==> config.mk <==
export PLATFORM = sky130hd
export DESIGN_NAME = asr_readout
export DESIGN_NICKNAME = d
export VERILOG_FILES = /design/src/pkg/asr_pkg.sv /design/src/pkg/asr_shift_if.sv /design/src/rtl/asr_shifter.sv /design/src/rtl/asr_readout.sv
export VERILOG_INCLUDE_DIRS = /design/src /design/src/pkg
export SDC_FILE = /design/constraint.sdc
export NUM_CORES = 1
export LEC_CHECK = 0
export BUFFER_PORTS_ARGS = -buffer_cell sky130_fd_sc_hd__clkbuf_2
export CAP_MARGIN = 0
export CORE_MARGIN = 5
export CORE_UTILIZATION = 66
export DETAILED_ROUTE_END_ITERATION = 12
export PLACE_DENSITY = 0.86
export SLEW_MARGIN = 20
export SYNTH_ARGS = -nofsm -noshare
export SYNTH_HDL_FRONTEND = slang
export SYNTH_HIERARCHICAL = 1
export SYNTH_SLANG_ARGS = --single-unit
==> constraint.sdc <==
create_clock -name clk -period 3.9 [get_ports clk]
set_input_delay 0.585 -clock clk [delete_from_list [all_inputs] [get_ports clk]]
set_output_delay 0.585 -clock clk [all_outputs]
set_load 0.01 [all_outputs]
==> src/pkg/asr_map.svh <==
`ifndef ASR_MAP_SVH
`define ASR_MAP_SVH

// ****************************************************************
// Result framing
// ****************************************************************
`define ASR_RESULT_BITS      16
`define ASR_FRAME_PLAIN      5'h10
`define ASR_FRAME_BUSY       5'h11
`define ASR_BITCNT_RESET     5'h00

// ****************************************************************
// Conversion timing
// ****************************************************************
`define ASR_CLK_PERIOD_NS    100
`define ASR_CONV_TIME_NS     5000
`define ASR_CONV_CYCLES \
    ((`ASR_CONV_TIME_NS + `ASR_CLK_PERIOD_NS - 1) / `ASR_CLK_PERIOD_NS)

`endif

==> src/pkg/asr_pkg.sv <==
package asr_pkg;

    typedef enum logic [1:0] {
        ASR_IDLE,
        ASR_CONVERT,
        ASR_READY,
        ASR_RELEASED
    } asr_state_type;

endpackage

==> src/pkg/asr_shift_if.sv <==
interface asr_shift_if #(
    parameter int WIDTH = 16
);
    logic             load;
    logic [WIDTH-1:0] load_val;
    logic             shift;
    logic             ser_in;
    logic             msb;

    modport ctrl    (output load, output load_val, output shift,
                     output ser_in, input msb);
    modport shifter (input load, input load_val, input shift,
                     input ser_in, output msb);
endinterface

==> src/rtl/asr_shifter.sv <==
module asr_shifter #(
    parameter int WIDTH = 16
) (
    input  wire logic        clk,
    input  wire logic        reset,
    input  wire logic        clk_en,
    asr_shift_if.shifter     sh
);
    logic [WIDTH-1:0] data_q;

    // Load wins over shift so a new result is never corrupted
    always_ff @(posedge clk) begin
        if (reset) begin
            data_q <= '0;
        end else if (clk_en) begin
            if (sh.load) begin
                data_q <= sh.load_val;
            end else if (sh.shift) begin
                data_q <= {data_q[WIDTH-2:0], sh.ser_in};
            end
        end
    end

    assign sh.msb = data_q[WIDTH-1];
endmodule

==> src/rtl/asr_readout.sv <==
// Functional notes
// [RULE1] Trigger rise samples select level for mode
// [RULE2] Host waits max conversion without busy
// [RULE3] Select-mode trigger starts conversion, output floats
// [RULE4] Host holds trigger high in select mode
// [RULE5] Select and trigger low drive output low
// [RULE6] Host returns select high before min time
// [RULE7] Host returns select low for busy
// [RULE8] Busy select mode: output low at completion
// [RULE9] Completion enters standby until next trigger
// [RULE10] Select low after conversion shows MSB
// [RULE11] Shift MSB first on each clock fall
// [RULE12] No busy: float after 16 falls
// [RULE13] Busy: float after 17 falls or select
// [RULE14] Host captures on either clock edge
// [RULE15] Clock low at trigger: chain, no busy
// [RULE16] Host holds trigger high in chain
// [RULE17] Chain no busy: MSB at completion
// [RULE18] Chain input shifts in on falls
// [RULE19] Host gives 16 clocks per device
// [RULE20] Clock high at trigger: chain with busy
// [RULE21] Chain busy: drive high when done
// [RULE22] Host gives 16N+1 clocks with busy
// [RULE23] Conversion time is a cycle count
// [RULE24] Result loaded at completion before readout
`include "asr_map.svh"

module asr_readout
    import asr_pkg::*;
#(
    parameter int CONV_CYCLES = `ASR_CONV_CYCLES,
    parameter int DATA_W      = `ASR_RESULT_BITS
) (
    input  wire logic              clk,
    input  wire logic              reset,
    input  wire logic              clk_en,
    input  wire logic              conv_trigger,
    input  wire logic              chain_in_select,
    input  wire logic              sck,
    input  wire logic [DATA_W-1:0] sample_data,
    output      logic              result_out,
    output      logic              result_out_oe,
    output      logic              conv_active,
    output      logic              chain_mode
);

    // ****************************************************************
    // Input synchronisers
    // ****************************************************************
    logic trig_s1_q;
    logic trig_s2_q;
    logic trig_d_q;
    logic sel_s1_q;
    logic sel_s2_q;
    logic sel_d_q;
    logic sck_s1_q;
    logic sck_s2_q;
    logic sck_d_q;

    always_ff @(posedge clk) begin
        if (reset) begin
            trig_s1_q <= 1'b0;
            trig_s2_q <= 1'b0;
            trig_d_q  <= 1'b0;
            sel_s1_q  <= 1'b0;
            sel_s2_q  <= 1'b0;
            sel_d_q   <= 1'b0;
            sck_s1_q  <= 1'b0;
            sck_s2_q  <= 1'b0;
            sck_d_q   <= 1'b0;
        end else if (clk_en) begin
            trig_s1_q <= conv_trigger;
            trig_s2_q <= trig_s1_q;
            trig_d_q  <= trig_s2_q;
            sel_s1_q  <= chain_in_select;
            sel_s2_q  <= sel_s1_q;
            sel_d_q   <= sel_s2_q;
            sck_s1_q  <= sck;
            sck_s2_q  <= sck_s1_q;
            sck_d_q   <= sck_s2_q;
        end
    end

    wire trig_rise = trig_s2_q & ~trig_d_q;
    wire trig_fall = ~trig_s2_q & trig_d_q;
    wire sel_rise  = sel_s2_q & ~sel_d_q;
    wire sck_fall  = ~sck_s2_q & sck_d_q;

    // ****************************************************************
    // Control state
    // ****************************************************************
    localparam logic [15:0] CONV_LAST = 16'(CONV_CYCLES - 1);

    asr_state_type state_q;
    asr_state_type state_d;
    logic          chain_q;
    logic          chain_d;
    logic          busy_en_q;
    logic          busy_en_d;
    logic          start_q;
    logic          start_d;
    logic [15:0]   cnt_q;
    logic [15:0]   cnt_d;
    logic [4:0]    bits_q;
    logic [4:0]    bits_d;
    logic          out_q;
    logic          oe_q;
    logic          out_d;
    logic          oe_d;
    logic          sh_next_msb;
    logic [DATA_W-1:0] sh_mirror_q;

    asr_shift_if #(.WIDTH(DATA_W)) sh ();

    // Select level is taken from the cycle before the edge, so a select
    // input wired to the trigger always lands in chain mode
    wire cs_sel   = sel_d_q;
    wire conv_end = (state_q == ASR_CONVERT) && (cnt_q == 16'h0000);
    wire in_ready = (state_q == ASR_READY);

    // Select mode only moves data while the host selects the part;
    // with busy mode enabled the part already owns the line
    wire cs_drive = ~sel_s2_q | busy_en_q;
    wire fall_use = in_ready & sck_fall & (chain_q | cs_drive);
    wire [4:0] frame_len = busy_en_q ? `ASR_FRAME_BUSY : `ASR_FRAME_PLAIN;
    wire [4:0] bits_inc  = bits_q + 5'h01;
    wire       frame_end = ~chain_q & fall_use & (bits_inc == frame_len);

    // [RULE23] Completion counted
    // [RULE24] Result load at completion
    assign sh.load     = conv_end;
    assign sh.load_val = sample_data;
    // [RULE11] Shift MSB first
    // [RULE18] Chain input shifts in
    assign sh.shift    = fall_use & ~start_q;
    assign sh.ser_in   = sel_s2_q;

    asr_shifter #(.WIDTH(DATA_W)) u_shifter (
        .clk    (clk),
        .reset  (reset),
        .clk_en (clk_en),
        .sh     (sh)
    );

    // ****************************************************************
    // Next-state logic
    // ****************************************************************
    always_comb begin
        state_d   = state_q;
        chain_d   = chain_q;
        busy_en_d = busy_en_q;
        start_d   = start_q;
        cnt_d     = cnt_q;
        bits_d    = bits_q;
        case (state_q)
            ASR_CONVERT: begin
                // A started conversion always runs to its end
                if (conv_end) begin
                    // [RULE9] Enter standby phase
                    state_d = ASR_READY;
                    bits_d  = `ASR_BITCNT_RESET;
                    if (!chain_q) begin
                        busy_en_d = ~sel_s2_q;
                        start_d   = ~sel_s2_q;
                    end else begin
                        start_d = busy_en_q;
                    end
                end else begin
                    cnt_d = cnt_q - 16'h0001;
                end
            end
            ASR_READY: begin
                if (trig_fall) begin
                    state_d = ASR_IDLE;
                // [RULE12] Release on select rise
                // [RULE13] Release on select rise
                end else if (!chain_q && sel_rise) begin
                    state_d = ASR_RELEASED;
                end else if (fall_use) begin
                    start_d = 1'b0;
                    bits_d  = bits_inc;
                    // [RULE12] Release after 16 falls
                    // [RULE13] Release after 17 falls
                    if (frame_end) begin
                        state_d = ASR_RELEASED;
                    end
                end
            end
            ASR_IDLE, ASR_RELEASED: begin
                if (trig_rise) begin
                    // [RULE1] Mode sampled at trigger
                    state_d = ASR_CONVERT;
                    cnt_d   = CONV_LAST;
                    chain_d = ~cs_sel;
                    start_d = 1'b0;
                    // [RULE15] Clock low: no busy
                    // [RULE20] Clock high: busy enabled
                    busy_en_d = ~cs_sel & sck_s2_q;
                end else if (trig_fall) begin
                    state_d = ASR_IDLE;
                end
            end
            default: begin
                state_d = ASR_IDLE;
            end
        endcase
    end

    // ****************************************************************
    // Output pin logic
    // ****************************************************************
    always_comb begin
        out_d = 1'b0;
        oe_d  = 1'b0;
        case (state_d)
            ASR_CONVERT: begin
                // [RULE3] Select mode floats output
                oe_d = chain_d;
            end
            ASR_READY: begin
                if (chain_d) begin
                    // [RULE17] MSB at completion
                    // [RULE21] Ready shown high
                    oe_d  = 1'b1;
                    out_d = start_d ? 1'b1 : sh_next_msb;
                end else begin
                    // [RULE8] Busy start bit low
                    // [RULE10] Select low shows MSB
                    oe_d  = ~sel_s2_q | busy_en_d;
                    out_d = start_d ? 1'b0 : sh_next_msb;
                end
            end
            ASR_IDLE, ASR_RELEASED: begin
                // [RULE5] Both low drive low
                oe_d = ~trig_s2_q & ~sel_s2_q;
            end
            default: begin
                oe_d = 1'b0;
            end
        endcase
    end

    // Shifter updates on the same edge as the output flop, so the next
    // MSB is predicted here to keep the pin aligned with the falls

    always_comb begin
        if (sh.load) begin
            sh_next_msb = sh.load_val[DATA_W-1];
        end else if (sh.shift) begin
            sh_next_msb = sh_mirror_q[DATA_W-2];
        end else begin
            sh_next_msb = sh.msb;
        end
    end

    // Mirror of the shifter contents, needed for the look-ahead bit
    always_ff @(posedge clk) begin
        if (reset) begin
            sh_mirror_q <= '0;
        end else if (clk_en) begin
            if (sh.load) begin
                sh_mirror_q <= sh.load_val;
            end else if (sh.shift) begin
                sh_mirror_q <= {sh_mirror_q[DATA_W-2:0], sh.ser_in};
            end
        end
    end

    // ****************************************************************
    // State and output registers
    // ****************************************************************
    always_ff @(posedge clk) begin
        if (reset) begin
            state_q   <= ASR_IDLE;
            chain_q   <= 1'b0;
            busy_en_q <= 1'b0;
            start_q   <= 1'b0;
            cnt_q     <= 16'h0000;
            bits_q    <= `ASR_BITCNT_RESET;
            out_q     <= 1'b0;
            oe_q      <= 1'b0;
        end else if (clk_en) begin
            state_q   <= state_d;
            chain_q   <= chain_d;
            busy_en_q <= busy_en_d;
            start_q   <= start_d;
            cnt_q     <= cnt_d;
            bits_q    <= bits_d;
            out_q     <= out_d;
            oe_q      <= oe_d;
        end
    end

    logic active_q;
    logic chain_out_q;

    always_ff @(posedge clk) begin
        if (reset) begin
            active_q    <= 1'b0;
            chain_out_q <= 1'b0;
        end else if (clk_en) begin
            active_q    <= (state_d == ASR_CONVERT);
            chain_out_q <= chain_d;
        end
    end

    assign result_out    = out_q;
    assign result_out_oe = oe_q;
    assign conv_active   = active_q;
    assign chain_mode    = chain_out_q;

endmodule

# == After elaboration in Yosys (flattened, before gate mapping) ==
# Index checks and enable logic that the tools add are counted.
# op_classes
add_sub_neg,2
mux,41
reduce_logical,14
n_bitwise,21
n_eq_ne,13
# op_table
operator,count
2-to-1 mux 16 bit,4
case mux 16 bit (2 select lines),1
2-to-1 mux 15 bit,2
2-to-1 mux 5 bit,4
2-to-1 mux 1 bit,18
zero test 16 bit,1
subtractor 16 x 1 -> 16 bit (second input constant),1
2-to-1 mux 2 bit,7
bitwise AND 1 bit,11
!= test 2 bit (second input constant),5
case mux 5 bit (2 select lines),1
== test 2 bit (second input constant),4
inverter 1 bit,7
case mux 1 bit (3 select lines),2
case mux 2 bit (3 select lines),1
AND reduction 6 bit,1
nonzero test 2 bit,3
adder 5 x 1 -> 5 bit (second input constant),1
== test 5 bit,1
== test 2 x 1 -> 1 bit (second input constant),2
zero test 2 bit,2
AND reduction 4 bit,1
OR reduction 2 bit,2
bitwise OR 1 bit,3
other kinds (5),6
# word_totals
word_cells,111
in_bits,22
reg_bits,69
output_inout_bits,4

# == Logic depth before layout (Yosys ltp) ==
# Gate-level depths: netlist of run 1.
# depth
ltp_word,14
mapped_depth,11
depth_no_buf,11

# == Cells and area by module ==
# Netlist of run 1, hierarchy kept.
# modules_own_cells
module,area_each_um2,n_inst,cells_each,seq_area_each_um2
asr_readout,2860.2,1,337,1061.0
asr_shifter,873.3,1,72,320.3

# == Worst setup path after synthesis of run 1 ==
# OpenSTA, ideal clock, no wires.
# synth_timing
kind,reg2reg
startpoint,register bits_q[0]
endpoint,"register oe_q, in the netlist result_out_oe"
arrival_ps,2164
stages_incl_launch_ff,11
required_time_ps,3775
setup_slack_ps,1611
period_less_slack_ps,2289
path_buffers,0
setup_ps,125
cell_sequence,dfxtp_1 > ha_1 > nand2b_1 > mux2i_1 > a21o_1 > nor4b_1 > o32ai_1 > ha_1 > a221o_1 > nand2_1 > o21ai_0
# synth_via
elab_chain_len,11
word_cells_on_any_way,14
cone_classes,add/sub (1); eq/ne (4); mux (6); bitwise (1); reduce/logical (2)
# synth_rtl
element,line_no,source
"start, declared",asr_readout.sv:104,logic [4:0] bits_q;
"start signal, assigned",asr_readout.sv:279,bits_q <= `ASR_BITCNT_RESET;
"start signal, assigned",asr_readout.sv:288,bits_q <= bits_d;
adder 5 x 1 -> 5 bit *,asr_readout.sv:126,wire [4:0] bits_inc = bits_q + 5'h01;
== test 5 bit *,asr_readout.sv:127,wire frame_end = ~chain_q & fall_use & (bits_inc == frame_len);
bitwise AND 1 bit *,asr_readout.sv:127,
2-to-1 mux 2 bit *,asr_readout.sv:184,if (frame_end) begin
2-to-1 mux 2 bit *,asr_readout.sv:179,end else if (fall_use) begin
2-to-1 mux 2 bit *,asr_readout.sv:177,end else if (!chain_q && sel_rise) begin
2-to-1 mux 2 bit *,asr_readout.sv:173,if (trig_fall) begin
case mux 2 bit (3 select lines) *,asr_readout.sv:155,case (state_q)
== test 2 bit / zero test 2 bit (equally long branches),asr_readout.sv:215,case (state_d)
OR reduction 2 bit,asr_readout.sv:215,
case mux 1 bit (3 select lines) *,asr_readout.sv:215,
"end signal, assigned",asr_readout.sv:281,oe_q <= 1'b0;
"end signal, assigned",asr_readout.sv:290,oe_q <= oe_d;
"end, declared",asr_readout.sv:107,logic oe_q;
# Every way passes the cells marked *; elsewhere a longest branch is shown, timed or not.
# A chain may end at the register's enable or synchronous reset.

# == Final worst setup path of run 1 ==
# layout_timing
startpoint,register cnt_q[6]
endpoint,register u_shifter.data_q[12]
# layout_via
elab_chain_len,4
word_cells_on_any_way,5
cone_classes,mux (1); reduce/logical (4)
# layout_rtl
element,line_no,source
"start, declared",asr_readout.sv:102,logic [15:0] cnt_q;
"start signal, assigned",asr_readout.sv:287,cnt_q <= cnt_d;
zero test 16 bit *,asr_readout.sv:118,wire conv_end = (state_q == ASR_CONVERT) && (cnt_q == 16'h0000);
logical AND 1 bit *,asr_readout.sv:118,
net conv_end,asr_readout.sv:118,
nonzero test 2 bit (no line),--,
AND reduction 2 bit (no line),--,
"end signal, assigned",asr_shifter.sv:17,data_q <= sh.load_val;
"end signal, assigned",asr_shifter.sv:19,"data_q <= {data_q[WIDTH-2:0], sh.ser_in};"
"end, declared",asr_shifter.sv:9,logic [WIDTH-1:0] data_q;
# Mark *: on every way through the listed nets, which the timed path passes. The rest lies on a longest branch.

==> metrics.cfg, run 1 <==
[clocking]
cts_setup_buffers = 0
clk_latency_ns = 0.34
cts_inserted_buffers = 9
clockRootBuffer = clkbuf_8
cts_buffer_depth = 2
cts_tree = built
hold_buffers = 0
clock-sinks = 69
h-tree-depth = 3
cts_resized = 0
clk_pin_slew_worst_paths_ns = 0.07

[finish]
multi_input_area_sq_um = 2140
drive_above_1_share_pct = 20.4
fin_util_pct = 73.7
final_common_cell = dfxtp_1
area_growth_pct = 8.65
nNetsFinal = 455
seqCellArea_sq_um = 1380
num_antenna_cells = 0
final_cell_mix = dfxtp_1, nor2_1, mux2i_1, clkbuf_2, a211oi_1
n_fill_cell = 395

[sta]
hold_viol = 0
finalWorstSetupSlack_ns = 0.901
maxSlewHeadroom_pct = 53.1
max_clock_freq_mhz = 333
finalSetupViolations = 0
rsz0062_at_grt = no
fin_crit_sh_pct = 76.9
min_period_ns = 3.00
drv_slew = 0
final.setup.tns_ns = 0
tightest_slew_ns = 0.703
skew_ns = 0.00507

[yosys]
syn-num-nets = 438
ys_types = 58
yosysSeqAreaShare_pct = 37.0
synth-main-ff-cell = dfxtp_1
yosys_warnings = 6
ys_async_sr_fraction_pct = 0
synth_area_per_cell_sq_um = 9.13
synth_area_sq_um = 3730
netlist_instances = 409
synth-seq-cells = 69
synth_edf_count = 0

[run_status]
status = completed

[global_routing]
overflow = 0
grt_util_all_layers_pct = 23.8
grt_pass1_wl_um = 14100
grt_max_degree = 38
grt_antenna_before_repair = 0
grt_pass1_vias = 3006

[routing]
drt_iter0_drc = 247
wire_per_inst_um = 16.4
firstDrtPassIters = 5
drc = 0
routed_wl_um = 8260
vias_per_cell = 6.16
vias = 3100
ant_nets = 0

[setup_path]
r2r_start = cnt_q[6]
cp.arrival_ns = 3.26
critical_path_required_ns = 4.17
critPathLaunchType = register
endpoint_kind = register
setup.worst_path.class = register to register
worstPathMaxFanout = 32
critPathLaunch = cnt_q[6]

[floorplanning]
rows = 27
ioPinCount = 26
die_area_sq_um = 7260
coreArea_sq_um = 5510
die_height_um = 85.2
initial_core_util_pct = 67.8
die_x_um = 85.2

[placement]
port_buffers = 25
place_ws_ns = 0.947
gp_congestion = 0.925
dp_hpwl_um = 5580

[power]
power.density_nw_per_um2 = 383
peakVddDrop_mv = 0.346
p_leak_nw = 1.56

[min_path]
min_from = cnt_q[1]
hold_path.class = register to register

[job]
maxCapViolCount = 0

[where the power goes]
group	switching, mW	internal (mW)	leakage, nW
registers	0.0170	0.722	0.558
logic	0.0950	0.0646	0.891
clock network	0.277	0.379	0.106
total	0.389	1.16	1.56
[state kept, by name, summed over array words and instances, names as in the netlist, 2 cells and up]
| register | flops |
|---|---|
| bits_q | 5 |
| state_q | 2 |
| cnt_q | 16 |
| sh_mirror_q | 15 |
| u_shifter/data_q | 16 |
[path summary, 6_finish.rpt]
path              depth (start not counted)  slack [ns]              endpoint
setup / recovery                          8        0.90  u_shifter/data_q[12]
hold reg to reg                           2        0.47              cnt_q[1]
hold / removal                            2        0.47              cnt_q[1]
setup reg to reg                          8        0.90  u_shifter/data_q[12]
[Yosys cell counts, types with 2 or more instances]
cell type | count | area [sq um]
dfxtp_1 | 69 | 1380
nor2_1 | 48 | 180
mux2i_1 | 43 | 430
a211oi_1 | 20 | 150
a21oi_1 | 19 | 95.1
a211oi_2 | 16 | 200
nand2_1 | 16 | 60.1
nor2_2 | 14 | 87.6
inv_1 | 13 | 48.8
clkbuf_1 | 10 | 37.5
nand3_1 | 10 | 50.1
nor3_1 | 10 | 50.1
o21ai_0 | 10 | 50.1
xor2_1 | 8 | 70.1
ha_1 | 7 | 87.6
nand4_1 | 7 | 43.8
or3_1 | 7 | 43.8
buf_2 | 5 | 25.0
nand2b_1 | 5 | 31.3
nor2b_1 | 5 | 31.3
nor4_1 | 5 | 31.3
buf_6 | 4 | 45.0
nor3b_1 | 4 | 30.0
or2_2 | 4 | 25.0
a21o_1 | 3 | 22.5
a311oi_1 | 3 | 26.3
and2_1 | 3 | 18.8
buf_1 | 3 | 11.3
a2111oi_0 | 2 | 17.5
a221o_1 | 2 | 20.0
and3_1 | 2 | 12.5
buf_12 | 2 | 40.0
mux2_2 | 2 | 22.5
nor4b_1 | 2 | 17.5
nor4bb_1 | 2 | 20.0
o32ai_1 | 2 | 17.5
[area by class of cell]
cell class	count	area share [%]
multi-input combinational	302	52.9
timing repair buffer	30	4.01
clock buffer	11	3.49
tap	72	2.22
inverter	14	1.30
clock inverter	5	2.07
sequential	69	34.1
[logic make-up after synthesis]
| kind of cell | after synthesis | synth area share [%] |
|---|---|---|
| and+or+nand+nor | 152 | 21.5 |
| AOI/OAI and AO/OA | 89 | 19.2 |
| DFF | 69 | 37.0 |
| muxes | 45 | 12.1 |
| buffers and inverters | 38 | 5.66 |
| xor gates and xnor gates | 9 | 2.11 |
| adders and majority gates | 7 | 2.35 |
[routing by layer]
layer | global-route usage [%] | vias to the layer above | routed length (um)
met5 | 0 | - | 0
met4 | 9.06 | 0 | 132
met3 | 4.17 | 10 | 331
met2 | 40.0 | 83 | 4040
met1 | 30.3 | 1477 | 3750
li1 | - | 1530 | -
[metrics by stage]
stage	power, mW	instance area (sq um)	hold WS (ns)	cells
6_report	1.55	4060	0.473	503
5_1_grt	1.62	4060	0.506	503
4_1_cts	1.56	4060	0.474	503
3_5_place_dp	0.911	3830	0.464	487
3_3_place_gp	0.906	3830	0.458	487
2_1_floorplan	0.869	3730	0.445	409
[critical path, stage by stage, from the launching register on]
cell      delay [ns]
dfxtp_1         0.37
nor4_1          0.55
nand4_1         0.35
or2_2           0.40
inv_1           0.06
buf_4           0.30
o21a_4          0.53
nor2_1          0.11
a211oi_2        0.21
(Power assumes the default switching activity.)
==> run 2: changes to the inputs <==
--- a/config.mk
+++ b/config.mk
@@ -9,9 +9,9 @@
 export BUFFER_PORTS_ARGS = -buffer_cell sky130_fd_sc_hd__clkbuf_2
 export CAP_MARGIN = 0
 export CORE_MARGIN = 5
-export CORE_UTILIZATION = 66
+export CORE_UTILIZATION = 61
 export DETAILED_ROUTE_END_ITERATION = 12
-export PLACE_DENSITY = 0.86
+export PLACE_DENSITY = 0.8
 export SLEW_MARGIN = 20
 export SYNTH_ARGS = -nofsm -noshare
 export SYNTH_HDL_FRONTEND = slang
==> constraint.sdc (replaced) <==
create_clock -name clk -period 3.12 [get_ports clk]
set_input_delay 0.468 -clock clk [delete_from_list [all_inputs] [get_ports clk]]
set_output_delay 0.468 -clock clk [all_outputs]
set_load 0.01 [all_outputs]
==> metrics.cfg, run 2 (synthesis results as in run 1) <==
[setup_path]
critPathLaunchType = register
setup.worst_path.class = register to register
worstPathMaxFanout = 14
critical_path_required_ns = 3.40
cp.arrival_ns = 3.03
endpoint_kind = register

[floorplanning]
initial_core_util_pct = 63.1
die_x_um = 88.2
ioPinCount = 26
die_area_sq_um = 7790
die_height_um = 88.2
coreArea_sq_um = 5920
rows = 28

[finish]
fin_util_pct = 69.7
seqCellArea_sq_um = 1380
n_fill_cell = 474
final_cell_mix = dfxtp_1, nor2_1, mux2i_1, clkbuf_2, a211oi_1
drive_above_1_share_pct = 21.7
area_growth_pct = 10.5
largestRegisters = cnt_q: 16 flops, u_shifter/data_q: 16 flops, sh_mirror_q: 15 flops
final_common_cell = dfxtp_1
nNetsFinal = 458
stdcell_count = 509
multi_input_area_sq_um = 2150
num_antenna_cells = 0

[power]
combinationalPowerShare_pct = 9.9
power.density_nw_per_um2 = 496
p_leak_nw = 1.59
p_seq_share_pct = 45.2
p_sw_share_pct = 23.6
p_switching_uw = 483
p_int_mw = 1.56
peakVddDrop_mv = 0.456
p_clk_share_pct = 44.9

[sta]
skew_ns = 0.00730
min_period_ns = 2.75
fin_crit_sh_pct = 88.1
finalSetupViolations = 0
tightest_slew_ns = 0.626
hold_viol = 0
drv_slew = 0
final.setup.tns_ns = 0
rsz0062_at_grt = no
maxSlewHeadroom_pct = 57.9
max_clock_freq_mhz = 364

[routing]
firstDrtPassIters = 4
ant_nets = 0
drc = 0
routed_wl_um = 7880
vias_per_cell = 5.93
wire_per_inst_um = 15.5
vias = 3019
drt_iter0_drc = 214

[global_routing]
grt_pass1_wl_um = 13400
grt_antenna_before_repair = 0
grt_pass1_vias = 2885
overflow = 0
grt_max_degree = 44
grt_util_all_layers_pct = 21.8

[clocking]
clock-sinks = 69
clockRootBuffer = clkbuf_8
h-tree-depth = 3
cts_inserted_buffers = 9
cts_buffer_depth = 2
clk_pin_slew_worst_paths_ns = 0.07
cts_setup_buffers = 0
cts_tree = built
clk_latency_ns = 0.35

[placement]
dpl.cell_count = 493
dp_hpwl_um = 5300
gp_congestion = 0.863
port_buffers = 25

[job]
maxCapViolCount = 0

[run_status]
status = completed

[min_path]
hold_path.class = primary input to register

[run 2: changes by cell type in the layout (fill, tap and decap cells not counted), sizes merged]
cell / previous run / this run
clkinvlp: 2 / 1
buf: 5 / 8
bufinv: 2 / 3
[run 2: critical path: stages, from the launching register on]
cell,delay (ns)
dfxtp_1,0.37
inv_1,0.08
ha_2,0.32
and3b_1,0.28
nand2_1,0.13
nor4b_2,0.41
o32ai_1,0.15
ha_1,0.26
a311oi_1,0.40
nand2_1,0.13
o21ai_0,0.14
[run 2: area by class of cell]
cell class,instances,share of cell area (%)
Tap cell,75,2.28
Clock inverter,5,2.58
Clock buffer,11,3.67
Timing Repair Buffer,33,4.49
Sequential cell,69,33.5
Inverter,14,1.27
Multi-Input combinational cell,302,52.2
[run 2: final timing paths]
check	slack, ns	depth (start not counted)	startpoint	to
min reg2reg	0.47	2	cnt_q[1]	cnt_q[1]
max reg2reg	0.37	10	state_q[0]	result_out_oe
min	0.37	3	conv_trigger	trig_s1_q
max	0.37	10	state_q[0]	result_out_oe
[run 2: per-layer routing]
layer	vias to the layer above	GRT usage (%)	wire length [um]
met3	22	6.05	397
met5	-	0	0
met2	63	33.9	3580
met1	1396	28.2	3720
li1	1538	-	-
met4	0	9.89	182
[run 2: power groups by stage]
stage          Sequential, mW  Combinational, mW  Clock [mW]
6_report                0.923              0.202       0.919
5_1_grt                 0.926              0.223       0.984
4_1_cts                 0.922              0.201       0.936
3_5_place_dp            0.943              0.199           0
3_3_place_gp            0.941              0.194           0
2_1_floorplan           0.938              0.149           0
[run 2: repair_timing]
action / in CTS / in global routing
hold buffers: 0 / 0
endpoints found under the setup margin: 0 / 1
resized for setup: 0 / 2
[run 2: through the flow]
stage / setup WS [ns] / power (mW) / hold slack, ns / instance area, sq um
after detailed placement: 0.148 / 1.14 / 0.463 / 3860
after CTS: 0.152 / 2.06 / 0.352 / 4120
after global placement: 0.485 / 1.14 / 0.459 / 3860
after floorplan: 0.831 / 1.09 / 0.445 / 3730
final: 0.372 / 2.04 / 0.374 / 4120
after global routing: 0.122 / 2.13 / 0.373 / 4120
